[src/hw/wdtgp_cfg.svh]
// constants of the watchdog block: register offsets, field positions, reset values, timings
// assumes inclusion by bare name from the package and the design file
`ifndef WDTGP_CFG_SVH
`define WDTGP_CFG_SVH
`define WDTGP_ADDR_W        8
`define WDTGP_OFS_CONTROL   8'haa
`define WDTGP_OFS_TA        8'hc7
`define WDTGP_TA_KEY1       8'haa
`define WDTGP_TA_KEY2       8'h55
`define WDTGP_TA_WINDOW     3'h4
`define WDTGP_BIT_RUN       7
`define WDTGP_BIT_CLR       6
`define WDTGP_BIT_TOF       5
`define WDTGP_BIT_IDLE      4
`define WDTGP_BIT_RCF       3
`define WDTGP_PS_HI         2
`define WDTGP_PS_RESET      3'h7
`define WDTGP_CFG_GP        4'hf
`define WDTGP_CFG_STOPLP    4'h5
`define WDTGP_TICKS         7'h40
`define WDTGP_GRACE         10'h200
`define WDTGP_OSC_HZ        10000
`define WDTGP_CLK_HZ        20000000
`endif

[src/hw/wdtgp_pkg.sv]
// types shared by the watchdog block
// assumes the constants header is on the include path
`include "wdtgp_cfg.svh"
package wdtgp_pkg;
    typedef struct packed {
        logic       run;
        logic       clr;
        logic       tof;
        logic       idle_run;
        logic       rcf;
        logic [2:0] ps;
    } wdtgp_ctrl_t;
    typedef enum logic [1:0] {
        WDTGP_TA_IDLE = 2'b00,
        WDTGP_TA_HALF = 2'b01,
        WDTGP_TA_OPEN = 2'b10
    } wdtgp_ta_t;
endpackage

[src/hw/wdtgp_top.sv]
// watchdog / periodic timer with timed-access protected control register
// assumes CLK_IN 20 MHz, osc tick input already synchronous, one write strobe a cycle
`timescale 1ns/1ns
`include "wdtgp_cfg.svh"
module wdtgp_top #(
    parameter int GRACE_TICKS = 512
) (
    input  wire logic                      CLK_IN,
    input  wire logic                      SRST_IN,
    input  wire logic                      POR_IN,
    input  wire logic                      OSC_TICK_IN,
    input  wire logic [3:0]                CFG_ENABLE_IN,
    input  wire logic                      LOW_POWER_IN,
    input  wire logic                      WD_INT_EN_IN,
    input  wire logic                      GLOBAL_INT_EN_IN,
    input  wire logic [`WDTGP_ADDR_W-1:0]  ADDR_IN,
    input  wire logic [7:0]                WDATA_IN,
    input  wire logic                      WR_IN,
    input  wire logic                      RD_IN,
    output logic      [7:0]                RDATA_OUT,
    output logic                           IRQ_OUT,
    output logic                           WAKE_OUT,
    output logic                           SYS_RESET_OUT
);
    // ========================================================
    // timed-access unlock
    wdtgp_pkg::wdtgp_ta_t ta_state;
    logic [2:0]           ta_cnt;
    logic                 ta_write;
    logic                 ctl_write;
    assign ta_write  = WR_IN && (ADDR_IN == `WDTGP_OFS_TA);
    assign ctl_write = WR_IN && (ADDR_IN == `WDTGP_OFS_CONTROL)
                       && (ta_state == wdtgp_pkg::WDTGP_TA_OPEN);
    // protection re-arms after any one write inside the window or when the window closes
    always_ff @(posedge CLK_IN) begin
        if (SRST_IN || POR_IN) begin
            ta_state <= wdtgp_pkg::WDTGP_TA_IDLE;
            ta_cnt   <= 3'h0;
        end else begin
            case (ta_state)
                wdtgp_pkg::WDTGP_TA_IDLE: begin
                    if (ta_write && WDATA_IN == `WDTGP_TA_KEY1) begin
                        ta_state <= wdtgp_pkg::WDTGP_TA_HALF;
                    end
                end
                // idle bus cycles keep waiting; only a wrong key on the unlock port cancels
                wdtgp_pkg::WDTGP_TA_HALF: begin
                    if (ta_write && WDATA_IN == `WDTGP_TA_KEY2) begin
                        ta_state <= wdtgp_pkg::WDTGP_TA_OPEN;
                        ta_cnt   <= `WDTGP_TA_WINDOW;
                    end else if (ta_write) begin
                        ta_state <= wdtgp_pkg::WDTGP_TA_IDLE;
                    end
                end
                wdtgp_pkg::WDTGP_TA_OPEN: begin
                    ta_cnt <= ta_cnt - 3'h1;
                    if (WR_IN || ta_cnt == 3'h1) begin
                        ta_state <= wdtgp_pkg::WDTGP_TA_IDLE;
                    end
                end
                default: ta_state <= wdtgp_pkg::WDTGP_TA_IDLE;
            endcase
        end
    end

    // ========================================================
    // mode decode
    wdtgp_pkg::wdtgp_ctrl_t ctl;
    logic gp_mode;
    logic counting;
    logic lp_q;
    logic lp_edge;
    assign gp_mode = (CFG_ENABLE_IN == `WDTGP_CFG_GP);
    // reset mode ignores run and idle-run bits and needs no start
    assign counting = gp_mode
        ? (ctl.run && (!LOW_POWER_IN || ctl.idle_run))
        : (!LOW_POWER_IN || CFG_ENABLE_IN != `WDTGP_CFG_STOPLP);
    assign lp_edge = LOW_POWER_IN ^ lp_q;
    always_ff @(posedge CLK_IN) begin
        if (SRST_IN || POR_IN) lp_q <= 1'b0;
        else                   lp_q <= LOW_POWER_IN;
    end

    // ========================================================
    // control register
    logic       clr_done;
    logic       overflow;
    logic       grace_expired;
    // power-on alone touches prescale and cause flag; set beats software clear
    always_ff @(posedge CLK_IN) begin
        if (POR_IN) begin
            ctl     <= '0;
            ctl.ps  <= `WDTGP_PS_RESET;
        end else if (SRST_IN) begin
            ctl.run      <= 1'b0;
            ctl.clr      <= 1'b0;
            ctl.tof      <= 1'b0;
            ctl.idle_run <= 1'b0;
        end else begin
            if (ctl_write) begin
                ctl.run      <= WDATA_IN[`WDTGP_BIT_RUN];
                ctl.idle_run <= WDATA_IN[`WDTGP_BIT_IDLE];
                ctl.ps       <= WDATA_IN[`WDTGP_PS_HI:0];
                ctl.tof      <= WDATA_IN[`WDTGP_BIT_TOF];
                ctl.rcf      <= WDATA_IN[`WDTGP_BIT_RCF];
            end
            if (ctl_write && WDATA_IN[`WDTGP_BIT_CLR]) ctl.clr <= 1'b1;
            else if (clr_done)                         ctl.clr <= 1'b0;
            if (overflow) ctl.tof <= 1'b1;
            if (grace_expired) ctl.rcf <= 1'b1;
        end
    end

    // ========================================================
    // divider chain on the slow oscillator tick
    logic [7:0] prescaler;
    logic [6:0] count;
    logic       ps_hit;
    logic [7:0] ps_mask;
    always_comb begin
        case (ctl.ps)
            3'h0:    ps_mask = 8'h00;
            3'h1:    ps_mask = 8'h03;
            3'h2:    ps_mask = 8'h07;
            3'h3:    ps_mask = 8'h0f;
            3'h4:    ps_mask = 8'h1f;
            3'h5:    ps_mask = 8'h3f;
            3'h6:    ps_mask = 8'h7f;
            default: ps_mask = 8'hff;
        endcase
    end
    assign ps_hit   = OSC_TICK_IN && ((prescaler & ps_mask) == ps_mask);
    assign overflow = counting && ps_hit && (count == `WDTGP_TICKS - 7'h1);
    // pending clear is honoured only on an osc tick, so status shows the slow domain
    assign clr_done = ctl.clr && OSC_TICK_IN;
    always_ff @(posedge CLK_IN) begin
        if (SRST_IN || POR_IN || lp_edge || clr_done) begin
            prescaler <= 8'h00;
            count     <= 7'h00;
        end else if (counting && OSC_TICK_IN) begin
            prescaler <= (prescaler & ps_mask) == ps_mask ? 8'h00 : prescaler + 8'h01;
            if (ps_hit) count <= overflow ? 7'h00 : count + 7'h01;
        end
    end

    // ========================================================
    // grace period before watchdog reset in reset mode
    logic        grace_on;
    logic [9:0]  grace_cnt;
    assign grace_expired = grace_on && OSC_TICK_IN
                           && (grace_cnt == 10'(GRACE_TICKS - 1));
    always_ff @(posedge CLK_IN) begin
        if (SRST_IN || POR_IN || clr_done || gp_mode) begin
            grace_on  <= 1'b0;
            grace_cnt <= 10'h000;
        end else if (overflow) begin
            grace_on  <= 1'b1;
            grace_cnt <= 10'h000;
        end else if (grace_on && OSC_TICK_IN) begin
            grace_cnt <= grace_cnt + 10'h001;
        end
    end

    // ========================================================
    // outputs, all registered
    always_ff @(posedge CLK_IN) begin
        if (SRST_IN || POR_IN) begin
            IRQ_OUT       <= 1'b0;
            WAKE_OUT      <= 1'b0;
            SYS_RESET_OUT <= 1'b0;
            RDATA_OUT     <= 8'h00;
        end else begin
            IRQ_OUT       <= ctl.tof && WD_INT_EN_IN && GLOBAL_INT_EN_IN;
            WAKE_OUT      <= overflow && LOW_POWER_IN;
            SYS_RESET_OUT <= grace_expired;
            // unmapped reads return zero
            RDATA_OUT     <= (RD_IN && ADDR_IN == `WDTGP_OFS_CONTROL) ? ctl : 8'h00;
        end
    end

    // ========================================================
    // checks
    a_clear_write_sets: assert property (@(posedge CLK_IN) disable iff (SRST_IN || POR_IN)
        ctl_write && WDATA_IN[`WDTGP_BIT_CLR] |=> ctl.clr)
        else $error("clear request not pending");
    a_clear_done_zero: assert property (@(posedge CLK_IN) disable iff (SRST_IN || POR_IN)
        clr_done && !ctl_write |=> count == 7'h00 && !ctl.clr)
        else $error("clear not completed");
    a_flag_sticky: assert property (@(posedge CLK_IN) disable iff (SRST_IN || POR_IN)
        ctl.tof && !ctl_write |=> ctl.tof)
        else $error("timeout flag dropped by hardware");
    a_gp_run_gate: assert property (@(posedge CLK_IN) disable iff (SRST_IN || POR_IN)
        gp_mode && !ctl.run && !lp_edge && !clr_done |=> $stable(count))
        else $error("counter moved while stopped");
    a_unlocked_only: assert property (@(posedge CLK_IN) disable iff (SRST_IN || POR_IN)
        WR_IN && ADDR_IN == `WDTGP_OFS_CONTROL && ta_state != wdtgp_pkg::WDTGP_TA_OPEN
        && !overflow && !clr_done |=> $stable(ctl.ps) && $stable(ctl.run))
        else $error("locked write took effect");
    a_no_gp_reset: assert property (@(posedge CLK_IN) disable iff (SRST_IN || POR_IN)
        gp_mode |-> ##1 !SYS_RESET_OUT)
        else $error("reset issued in timer mode");
    a_reset_follows: assert property (@(posedge CLK_IN) disable iff (SRST_IN || POR_IN)
        grace_expired |=> SYS_RESET_OUT && ctl.rcf)
        else $error("grace expiry missed");
    a_irq_gate: assert property (@(posedge CLK_IN) disable iff (SRST_IN || POR_IN)
        IRQ_OUT |-> $past(ctl.tof) && $past(WD_INT_EN_IN) && $past(GLOBAL_INT_EN_IN))
        else $error("interrupt without enables");
    a_lp_stop_five: assert property (@(posedge CLK_IN) disable iff (SRST_IN || POR_IN)
        CFG_ENABLE_IN == `WDTGP_CFG_STOPLP && LOW_POWER_IN && !lp_edge && !clr_done
        |=> $stable(count))
        else $error("counter ran in low power");

    // ========================================================
    // further checks
    // the unlock sequence, the slow tick gating and the grace period are the parts
    // that software exercises least, so each step of them is watched on its own;
    // all checks are quiet during either reset, since both resets rewrite state
    // that the properties compare against

    // first key moves the unlock to its second half
    a_ta_first_key: assert property (@(posedge CLK_IN)
        disable iff (SRST_IN || POR_IN) ta_state == wdtgp_pkg::WDTGP_TA_IDLE && ta_write
        && WDATA_IN == `WDTGP_TA_KEY1 |=> ta_state == wdtgp_pkg::WDTGP_TA_HALF)
        else $error("first unlock key ignored");

    // second key opens the window with a full count
    a_ta_second_key: assert property (@(posedge CLK_IN)
        disable iff (SRST_IN || POR_IN) ta_state == wdtgp_pkg::WDTGP_TA_HALF && ta_write
        && WDATA_IN == `WDTGP_TA_KEY2 |=> ta_state == wdtgp_pkg::WDTGP_TA_OPEN
        && ta_cnt == `WDTGP_TA_WINDOW)
        else $error("second unlock key ignored");

    // a wrong second key cancels the sequence
    a_ta_wrong_key: assert property (@(posedge CLK_IN)
        disable iff (SRST_IN || POR_IN) ta_state == wdtgp_pkg::WDTGP_TA_HALF && ta_write
        && WDATA_IN != `WDTGP_TA_KEY2 |=> ta_state == wdtgp_pkg::WDTGP_TA_IDLE)
        else $error("wrong unlock key accepted");

    // any write inside the window uses it up
    a_ta_rearm_write: assert property (@(posedge CLK_IN)
        disable iff (SRST_IN || POR_IN)
        ta_state == wdtgp_pkg::WDTGP_TA_OPEN && WR_IN |=> ta_state == wdtgp_pkg::WDTGP_TA_IDLE)
        else $error("unlock not consumed");

    // the window closes on its own when no write comes
    a_ta_window_end: assert property (@(posedge CLK_IN)
        disable iff (SRST_IN || POR_IN) ta_state == wdtgp_pkg::WDTGP_TA_OPEN
        && ta_cnt == 3'h1 |=> ta_state == wdtgp_pkg::WDTGP_TA_IDLE)
        else $error("unlock window stayed open");

    // the window never opens without both keys
    a_ta_no_skip: assert property (@(posedge CLK_IN)
        disable iff (SRST_IN || POR_IN)
        ta_state == wdtgp_pkg::WDTGP_TA_IDLE |=> ta_state != wdtgp_pkg::WDTGP_TA_OPEN)
        else $error("unlock skipped a key");

    // an unlocked write lands in the prescale field
    a_ps_write: assert property (@(posedge CLK_IN)
        disable iff (SRST_IN || POR_IN)
        ctl_write |=> ctl.ps == $past(WDATA_IN[`WDTGP_PS_HI:0]))
        else $error("prescale write lost");

    // an unlocked write lands in the run bit
    a_run_write: assert property (@(posedge CLK_IN)
        disable iff (SRST_IN || POR_IN)
        ctl_write |=> ctl.run == $past(WDATA_IN[`WDTGP_BIT_RUN]))
        else $error("run bit write lost");

    // writing zero to the clear bit starts nothing
    a_clear_zero_noop: assert property (@(posedge CLK_IN)
        disable iff (SRST_IN || POR_IN)
        ctl_write && !WDATA_IN[`WDTGP_BIT_CLR] && !ctl.clr |=> !ctl.clr)
        else $error("clear started by a zero");

    // the pending clear waits for the slow tick
    a_clear_pending: assert property (@(posedge CLK_IN)
        disable iff (SRST_IN || POR_IN)
        ctl.clr && !OSC_TICK_IN |=> ctl.clr)
        else $error("clear status dropped early");

    // overflow raises the flag
    a_flag_set: assert property (@(posedge CLK_IN)
        disable iff (SRST_IN || POR_IN)
        overflow |=> ctl.tof)
        else $error("overflow did not set flag");

    // the cause flag only leaves by software or power-on
    a_cause_sticky: assert property (@(posedge CLK_IN)
        disable iff (SRST_IN || POR_IN)
        ctl.rcf && !ctl_write |=> ctl.rcf)
        else $error("reset cause dropped by hardware");

    // running timer advances by one on each divided tick
    a_gp_counts: assert property (@(posedge CLK_IN)
        disable iff (SRST_IN || POR_IN) gp_mode && ctl.run && !LOW_POWER_IN && ps_hit
        && !lp_edge && !clr_done && count != `WDTGP_TICKS - 7'h1
        |=> count == $past(count) + 7'h01)
        else $error("running timer did not advance");

    // reset mode advances whatever the run bit says
    a_rm_counts: assert property (@(posedge CLK_IN)
        disable iff (SRST_IN || POR_IN) !gp_mode && !LOW_POWER_IN && ps_hit
        && !lp_edge && !clr_done && count != `WDTGP_TICKS - 7'h1
        |=> count == $past(count) + 7'h01)
        else $error("reset mode timer did not advance");

    // timer mode without idle-run halts in low power
    a_gp_idle_stop: assert property (@(posedge CLK_IN)
        disable iff (SRST_IN || POR_IN) gp_mode && LOW_POWER_IN && !ctl.idle_run
        && !lp_edge && !clr_done |=> $stable(count))
        else $error("timer ran in low power");

    // the count restarts after each interval
    a_wrap_zero: assert property (@(posedge CLK_IN)
        disable iff (SRST_IN || POR_IN)
        overflow |=> count == 7'h00)
        else $error("count did not wrap");

    // entering or leaving low power zeroes the chain
    a_lp_edge_clear: assert property (@(posedge CLK_IN)
        disable iff (SRST_IN || POR_IN)
        lp_edge |=> count == 7'h00 && prescaler == 8'h00)
        else $error("chain not cleared on power change");

    // nothing but a power change moves the count between slow ticks
    a_ticks_only: assert property (@(posedge CLK_IN)
        disable iff (SRST_IN || POR_IN)
        !OSC_TICK_IN && !lp_edge && !clr_done |=> $stable(count))
        else $error("count moved without a tick");

    // interval end in low power raises wake
    a_wake_pulse: assert property (@(posedge CLK_IN)
        disable iff (SRST_IN || POR_IN)
        overflow && LOW_POWER_IN |=> WAKE_OUT)
        else $error("wake missed");

    // wake only follows an interval end
    a_wake_cause: assert property (@(posedge CLK_IN)
        disable iff (SRST_IN || POR_IN)
        WAKE_OUT |-> $past(overflow))
        else $error("wake without interval end");

    // reset mode overflow arms the grace period from zero
    a_grace_start: assert property (@(posedge CLK_IN)
        disable iff (SRST_IN || POR_IN)
        overflow && !gp_mode && !clr_done |=> grace_on && grace_cnt == 10'h000)
        else $error("grace period not armed");

    // a completed clear calls off the pending reset
    a_clear_cancels: assert property (@(posedge CLK_IN)
        disable iff (SRST_IN || POR_IN)
        clr_done |=> !grace_on)
        else $error("clear left grace running");

    // system reset only follows the end of the grace period
    a_reset_cause: assert property (@(posedge CLK_IN)
        disable iff (SRST_IN || POR_IN)
        SYS_RESET_OUT |-> $past(grace_expired))
        else $error("system reset without grace end");

    // flag with both enables gives the interrupt
    a_irq_follows: assert property (@(posedge CLK_IN)
        disable iff (SRST_IN || POR_IN)
        ctl.tof && WD_INT_EN_IN && GLOBAL_INT_EN_IN |=> IRQ_OUT)
        else $error("interrupt missed");

    // global enable low masks the interrupt
    a_irq_global_off: assert property (@(posedge CLK_IN)
        disable iff (SRST_IN || POR_IN)
        !GLOBAL_INT_EN_IN |=> !IRQ_OUT)
        else $error("interrupt past global mask");

    // a control read returns the register one cycle later
    a_read_data: assert property (@(posedge CLK_IN)
        disable iff (SRST_IN || POR_IN)
        RD_IN && ADDR_IN == `WDTGP_OFS_CONTROL |=> RDATA_OUT == $past(ctl))
        else $error("read data wrong");

    // read data stand for one cycle only
    a_read_idle: assert property (@(posedge CLK_IN)
        disable iff (SRST_IN || POR_IN)
        !RD_IN |=> RDATA_OUT == 8'h00)
        else $error("read data held over");
endmodule

[config.mk]
export PLATFORM = sky130hd
export DESIGN_NAME = wdtgp_top
export DESIGN_NICKNAME = d
export VERILOG_FILES = /design/src/hw/wdtgp_pkg.sv /design/src/hw/wdtgp_top.sv
export VERILOG_INCLUDE_DIRS = /design/src /design/src/hw
export SDC_FILE = /design/constraint.sdc
export NUM_CORES = 1
export LEC_CHECK = 0
export BUFFER_PORTS_ARGS = -buffer_cell sky130_fd_sc_hd__buf_2
export CORE_ASPECT_RATIO = 1.4
export CORE_MARGIN = 2
export CORE_UTILIZATION = 44
export DETAILED_ROUTE_END_ITERATION = 6
export PLACE_DENSITY = 0.63
export SYNTH_ARGS = -nofsm -noshare
export SYNTH_HDL_FRONTEND = slang
export SYNTH_SLANG_ARGS = --single-unit
export TNS_END_PERCENT = 30
[constraint.sdc]
create_clock -name CLK_IN -period 3.9 [get_ports CLK_IN]
set_clock_uncertainty 0.15 [all_clocks]
set_input_delay 0.585 -clock CLK_IN [delete_from_list [all_inputs] [get_ports CLK_IN]]
set_output_delay 0.585 -clock CLK_IN [all_outputs]
set_load 0.05 [all_outputs]
-- Word-level counts from Yosys, hierarchy flattened
Cells that the tools add are included.
- flip-flop bits (word level): 51
- input bits: 29
- output and inout bits: 11
- $add $sub $neg: 4
- equality and inequality tests: 22
- mux-type cells: 16
- bitwise gates (word level): 4
- reductions and logical operators: 41
- operators with widths (kind ; number):
    case mux 8 bit (7 select lines) ; 1
    == test 8 bit, second input constant ; 3
    logical AND 1 bit ; 18
    adder 10 x 1 -> 10 bit, second input constant ; 1
    == test 10 x 9 -> 1 bit, second input constant ; 1
    == test 3 bit, second input constant ; 3
    adder 8 x 1 -> 8 bit, second input constant ; 1
    AND 8 bit ; 1
    == test 8 x 7 -> 1 bit, second input constant ; 1
    == test 8 bit ; 1
    logical OR 1 bit ; 8
    2-to-1 mux 2 bit ; 4
    2-to-1 mux 8 bit ; 1
    AND reduction 2 bit ; 4
    nonzero test 2 bit ; 4
    adder 7 x 1 -> 7 bit, second input constant ; 1
    == test 7 x 6 -> 1 bit, second input constant ; 1
    2-to-1 mux 7 bit ; 1
    == test 3 x 1 -> 1 bit, second input constant ; 2
    == test 3 x 2 -> 1 bit, second input constant ; 2
    2-to-1 mux 6 bit ; 1
    case mux 2 bit (3 select lines) ; 1
    case mux 3 bit (2 select lines) ; 1
    OR reduction 2 bit ; 3
    other kinds (16) ; 22

-- Longest topological paths before layout
Gate-level depths: netlist of the first run.
- depth in word-level cells: 8
- mapped depth: 7

-- Least setup slack after synthesis of the first run
No wires, ideal clock.
- path type: input to register
- start: input CFG_ENABLE_IN[1]
- end: register grace_cnt[1]
- library setup time: 116 ps
- arrival: 2004 ps
- setup slack: 1630 ps
- stages on the path: 7
- buffers on the path: 2
- cell sequence: or2_2 > a21oi_1 > or2_2 > buf_2 > or4_4 > buf_6 > and3_1
- cells in the longest elaborated chain, start to end: 6
- elaborated cells between the ends (all ways): 8
- those cells by class: 2 x eq/ne; 1 x mux; 5 x reduce/logical
- ends and longest elaborated chain (element ; line ; RTL):
    from (decl) ; wdtgp_top.sv:12 ; input wire logic [3:0] CFG_ENABLE_IN,
    inequality test 4 x 3 -> 1 bit (no line) ; -- ;
    logical OR 1 bit (no line) ; -- ;
    2-to-1 mux 1 bit ; wdtgp_top.sv:75 ; assign counting = gp_mode
    logical AND 1 bit (2 in series) ; wdtgp_top.sv:133 ; assign overflow = counting && ps_hit && (count == `WDTGP_TICKS - 7'h1);
    OR reduction 2 bit (no line) (*) ; -- ;
    to (signal assigned) ; wdtgp_top.sv:160 ; grace_cnt <= grace_cnt + 10'h001;
    to (decl) ; wdtgp_top.sv:149 ; logic [9:0] grace_cnt;
Mark *: on every way between the ends. The rest lies on a longest branch, timed or not.
A chain may end at the register's enable or synchronous reset.

-- Worst setup path in the final report of the first run
- start: register ta_state[0]
- end: register ctl[3] in the netlist's numbering
- cells in the longest elaborated chain, start to end: 4
- ends and longest elaborated chain (element ; line ; RTL):
    from (decl) ; wdtgp_top.sv:27 ; wdtgp_pkg::wdtgp_ta_t ta_state;
    from (signal assigned) ; wdtgp_top.sv:37 ; ta_state <= wdtgp_pkg::WDTGP_TA_IDLE;
    from (signal assigned) ; wdtgp_top.sv:43 ; ta_state <= wdtgp_pkg::WDTGP_TA_HALF;
    from (signal assigned) ; wdtgp_top.sv:49 ; ta_state <= wdtgp_pkg::WDTGP_TA_OPEN;
    == test 2 bit ; wdtgp_top.sv:33 ; && (ta_state == wdtgp_pkg::WDTGP_TA_OPEN);
    logical AND 1 bit ; wdtgp_top.sv:32 ; assign ctl_write = WR_IN && (ADDR_IN == `WDTGP_OFS_CONTROL)
    nonzero test 2 bit (no line) ; -- ;
    AND reduction 2 bit (no line) ; -- ;
    to (decl) ; wdtgp_top.sv:68 ; wdtgp_pkg::wdtgp_ctrl_t ctl;
Every way passes these cells.

==> results_dict.tcl, run 1 <==
set metrics [dict create \
    hold_path_class "reg -> reg" \
    grt_pass1_vias 2075 \
    max_slew_margin_pct 50.5 \
    routed_wl_um 5470 \
    yosys_warnings 0 \
    cap_violations 0 \
    syn_inst 280 \
    wl_per_cell_um 14.1 \
    fin_hold_ws_ns 0.300 \
    die_w_um 67.1 \
    gr-total-overflow 0 \
    crit_path_cell_trace "nand2b_1, nor4_2, nor2b_1, mux2i_1, o21bai_1" \
    ir_drop_v 0.000147 \
    h-tree-depth 2 \
    start_util_pct 45.0 \
    n_antenna_cell 0 \
    clockBufferDepth 2 \
    netlist_area_um2 2450 \
    grt_max_degree 18 \
    cp_top_family "simple AND/OR/NAND/NOR gates" \
    period_share_pct 58.4 \
    routabilityCongestion 0.803 \
    ys.flop_type "dfxtp_1" \
    dr_wl_met2_um 2770 \
    syn_to_final_growth_pct 15.0 \
    setup_tns_ns 0 \
    vias 2181 \
    fin_nets 353 \
    grt_pass1_wl_um 9170 \
    drive_above_1_share_pct 18.8 \
    crit_start "ta_state[0]$_SDFFE_PP0P_" \
    worstMarginPinSlew_ns 0.738 \
    crit_type "reg -> reg" \
    holdBufCountCts 0 \
    pin_count 40 \
    cts-root-buf "clkbuf_8" \
    synth_edf_count 0 \
    syn_avg_cell_area_um2 8.75 \
    tritoncts "yes" \
    rows 32 \
    first_pass_iters 4 \
    ys_ff_latch 51 \
    critPathRequiredTime_ns 3.96 \
    max_stage_delay_ns 0.62 \
    startpoint_type "flop" \
    place.detailed.hpwl_um 4110 \
    async_flop_share_pct 0 \
    port_buffers 39 \
    routed.top_layer "met4" \
    core-area_um2 5450 \
    synth_top_area_cell "dfxtp_1" \
    insertion_delay_ns 0.31 \
    die_area_um2 6190 \
    antenna_found_initial 0 \
    drc 0 \
    synth_fp_nets 314 \
    finalHoldViolCount 0 \
    finalSetupViolations 0 \
    cts_made_buffers 5 \
    worstPathArrival_ns 2.33 \
    finalCriticalPeriod_ns 2.28 \
    netlist.area_leader.share_pct 41.7 \
    reg2reg_from "ta_state[0]$_SDFFE_PP0P_" \
    slew_viol_final 0 \
    cp-end-kind "flop" \
    path_clk_slew_ns 0.10 \
    crit_buf_inv 0 \
    status "complete, no violations" \
    preCtsSetupSlack_ns 1.27 \
    powerDensity_nw_per_um2 336 \
    yosysSeqAreaShare_pct 41.7 \
    die_height_um 92.3 \
    netlist-cell-type-count 55 \
    cts_setup_buffers 0 \
    synthMostInstantiatedCell "dfxtp_1" \
    post_cts_resized 0 \
    fmax_ghz 0.439 \
    hp-start "count[6]$_SDFFE_PP0P_" \
    fin_ws_ns 1.62 \
    rsz0062_at_grt "no" \
    dr_wl_met3_um 277 \
    postRouteAntennaNets 0 \
    p_leak_uw 0.00109 \
    cp_max_fo 7 \
    clock_sinks 51 \
    viasPerCell 5.62 \
    ys_top_cells_by_area "dfxtp_1 42%, nand3_1 4.5%, and3_1 4.1%" \
    drt_iter0_drc 131 \
    critPathSlowestCell "nor4_2" \
    synth_commonest_cells "51 x dfxtp_1, 24 x nand2_1, 22 x nand3_1" \
    track_usage_pct 18.9 \
    wl_met1_um 2360 \
]
metrics by stage:
step | power [uW] | util [%] | area, um^2 | instances
floorplan | 555 | - | 2450 | 280
global placement | 581 | 49.6 | 2700 | 380
detailed placement | 582 | 49.6 | 2700 | 380
CTS | 959 | 51.7 | 2820 | 388
global route | 985 | 51.7 | 2820 | 388
finish | 948 | 51.7 | 2820 | 388
report_power, final:
| part | leakage (uW) | switching (uW) | internal, uW | total, uW |
|---|---|---|---|---|
| sequential | 0.000411 | 0.719 | 521 | 522 |
| clock | 0.0000548 | 185 | 194 | 378 |
| combinational | 0.000627 | 29.4 | 18.6 | 48.0 |
registers in the layout, summed over array words and instances (netlist names):
name           flops
grace_cnt         10
SYS_RESET_OUT      1
ta_state           2
ta_cnt             3
IRQ_OUT            1
ctl                8
lp_q               1
count              7
RDATA_OUT          8
prescaler          8
grace_on           1
WAKE_OUT           1
per-layer routing:
layer  GRT usage [%]  up-vias
met5               0        -
met4            7.14        0
met3            4.01        6
met2            32.4       59
met1            22.5     1018
li1                -     1098
kinds of logic after synthesis:
logic type / after synthesis / synth area share (%)
mux: 8 / 3.32
simple gates: 136 / 30.4
fa+ha+maj: 5 / 2.55
compound gates: 50 / 14.9
flops: 51 / 41.7
buf+inv: 19 / 3.32
xor+xnor: 11 / 3.93
cells in the final DEF (no fill, tap or decap), drive strengths merged, types with 3 or more instances in the layout:
| cell | n |
|---|---|
| dfxtp | 51 |
| buf | 41 |
| nand2 | 24 |
| nand3 | 22 |
| nor2 | 17 |
| and3 | 16 |
| and2 | 12 |
| o211ai | 11 |
| inv | 11 |
| a21oi | 10 |
| xnor2 | 8 |
| nor3 | 8 |
| mux2i | 7 |
| nand4 | 7 |
| o21ai | 6 |
| nor4 | 6 |
| nor2b | 5 |
| or2 | 5 |
| ha | 5 |
| clkbuf | 5 |
| xor2 | 3 |
final timing paths:
path / end / slack, ns / depth (start not counted)
max: ctl[3]$_SDFFE_PP0P_ / 1.62 / 5
min: count[6]$_SDFFE_PP0P_ / 0.30 / 1
max reg2reg: ctl[3]$_SDFFE_PP0P_ / 1.62 / 5
min reg2reg: count[6]$_SDFFE_PP0P_ / 0.30 / 1
area by class of cell:
cell class,count,area (um^2)
multi-input cells,210,1350
well taps,68,85.1
repair buffers,41,210
inverters,10,37.5
clock inverters,3,46.3
clock buffers,5,68.8
flip-flops and latches,51,1020
fillers,559,2630
(Power assumes the default switching activity.)
==> run 2: changes to the inputs <==
- PLACE_DENSITY: 0.63 -> 0.65
- clock period: 3.9 -> 1.9 ns (I/O delays scaled with it)
==> run 2 against run 1 <==
  * The flow now finishes with violations (negative setup slack)
  * Global-route usage up 3.0 points
  * Worst setup slack worse by 1.7 ns
  * Cell count up 12%
  * Largest power group unchanged
  * Highest routed layer unchanged
==> results_dict.tcl, run 2 (same netlist as run 1, synthesis figures left out) <==
set metrics [dict create \
    status "finished, violations left" \
    violations "negative setup slack" \
    drc 0 \
    ir_drop_v 0.000362 \
    hold_path_class "in -> reg" \
    slew_viol_final 0 \
    p_total_uw 1820 \
    insertion_delay_ns 0.31 \
    port_buffers 39 \
    gr-total-overflow 0 \
    fin_ws_ns -0.0585 \
    grt_pass1_wl_um 10500 \
    vias 2400 \
    tritoncts "yes" \
    postRouteAntennaNets 0 \
    startpoint_type "flop" \
    setup_tns_ns -0.499 \
    start_util_pct 45.0 \
    viasPerCell 5.54 \
    final_core_util_pct 59.8 \
    worstPathArrival_ns 2.02 \
    seq_area_um2 1030 \
    grt_pass1_vias 2325 \
    syn_to_final_growth_pct 32.8 \
    cp-end-kind "flop" \
    track_usage_pct 21.9 \
    nFillCells 509 \
    largest_reg_flops 10 \
    grt_max_degree 17 \
    core-area_um2 5450 \
    finalCriticalPeriod_ns 1.96 \
    place.detailed.hpwl_um 4720 \
    p_leak_uw 0.00130 \
    rows 32 \
    critPathRequiredTime_ns 1.96 \
    first_pass_iters 6 \
    regMostFlops "grace_cnt" \
    worstMarginPinSlew_ns 0.387 \
    routed_wl_um 6400 \
    finalHoldViolCount 0 \
    powerDensity_nw_per_um2 558 \
    fin_nets 398 \
    cts_made_buffers 5 \
    period_share_pct 103 \
    wl_per_cell_um 14.8 \
    crit_type "reg -> reg" \
    antenna_found_initial 0 \
    die_height_um 92.3 \
    cts-root-buf "clkbuf_8" \
    max_slew_margin_pct 74.2 \
    cp_max_fo 5 \
    pin_count 40 \
    multi_input_area_um2 1470 \
    clockBufferDepth 2 \
    rsz0062_at_grt "yes" \
    routabilityCongestion 0.823 \
    h-tree-depth 2 \
    die_area_um2 6190 \
    cap_violations 0 \
    final_common_cell "buf_4" \
    clock_sinks 51 \
    path_clk_slew_ns 0.10 \
    n_antenna_cell 0 \
    drive_above_1_share_pct 36.4 \
    die_w_um 67.1 \
    final_cell_mix "46 x buf_4, 43 x dfxtp_1, 39 x buf_2" \
    finalSetupViolations 10 \
    preCtsSetupSlack_ns -0.0984 \
    drt_iter0_drc 184 \
    fmax_ghz 0.511 \
]
## run 2: cell count changes in the layout (fill, tap and decap cells not counted), moves of 3 or more
| cell | delta |
|---|---|
| nor4_1 | -3 |
| and3_1 | -8 |
| dfxtp_1 | -8 |
| dfxtp_2 | +7 |
| and3_4 | +8 |
| buf_4 | +44 |
## run 2: timing repair
item                                    CTS  global route
gates cloned                              1             0
endpoints found under the setup margin   14            22
resized for setup                         5            24
pin swaps                                 1             4
hold buffers                              0             0
setup buffers                             0             2
## run 2: path summary, 6_finish.rpt
| kind | startpoint | to | slack [ns] | depth (start not counted) |
|---|---|---|---|---|
| worst max-delay path | count[0]$_SDFFE_PP0P_ | grace_cnt[8]$_SDFFE_PP0P_ | -0.06 | 5 |
| worst min-delay path | GLOBAL_INT_EN_IN | IRQ_OUT$_SDFF_PP0_ | 0.06 | 3 |
| worst max register to register | count[0]$_SDFFE_PP0P_ | grace_cnt[8]$_SDFFE_PP0P_ | -0.06 | 5 |
| worst min register to register | count[6]$_SDFFE_PP0P_ | count[6]$_SDFFE_PP0P_ | 0.31 | 1 |
## run 2: final cells by class
cell class | instances | area share (%)
clock inverters | 2 | 0.384
multi-input cells | 211 | 45.3
well taps | 68 | 2.61
clock buffers | 6 | 2.23
repair buffers | 85 | 16.6
flip-flops and latches | 51 | 31.7
inverters | 10 | 1.15
## run 2: stage by stage
stage / hold WS, ns / instance area [um^2] / std cells
5_1_grt: 0.0893 / 3260 / 433
4_1_cts: 0.0609 / 3150 / 431
3_3_place_gp: 0.283 / 3040 / 422
2_1_floorplan: 0.238 / 2480 / 280
3_5_place_dp: 0.291 / 3040 / 422
6_report: 0.0597 / 3260 / 433
## run 2: where the power goes
group | leakage, uW | total, uW | switching [uW] | internal [uW]
registers | 0.000412 | 1070 | 0.789 | 1070
clock network | 0.0000412 | 627 | 368 | 258
logic | 0.000843 | 121 | 69.3 | 52.1
total | 0.00130 | 1820 | 439 | 1380
## run 2: worst max-delay path: stages (launching register included)
cell     delay (ns)
dfxtp_4        0.37
ha_4           0.13
inv_2          0.03
or3_4          0.41
or4_4          0.59
and3_4         0.19
## run 2: metal layers
layer / wire length (um) / up-vias / track usage, %
met3: 261 / 15 / 4.74
met4: 147 / 0 / 8.84
met1: 2460 / 1129 / 24.3
met5: 0 / - / 0
li1: - / 1192 / -
met2: 3530 / 64 / 39.1
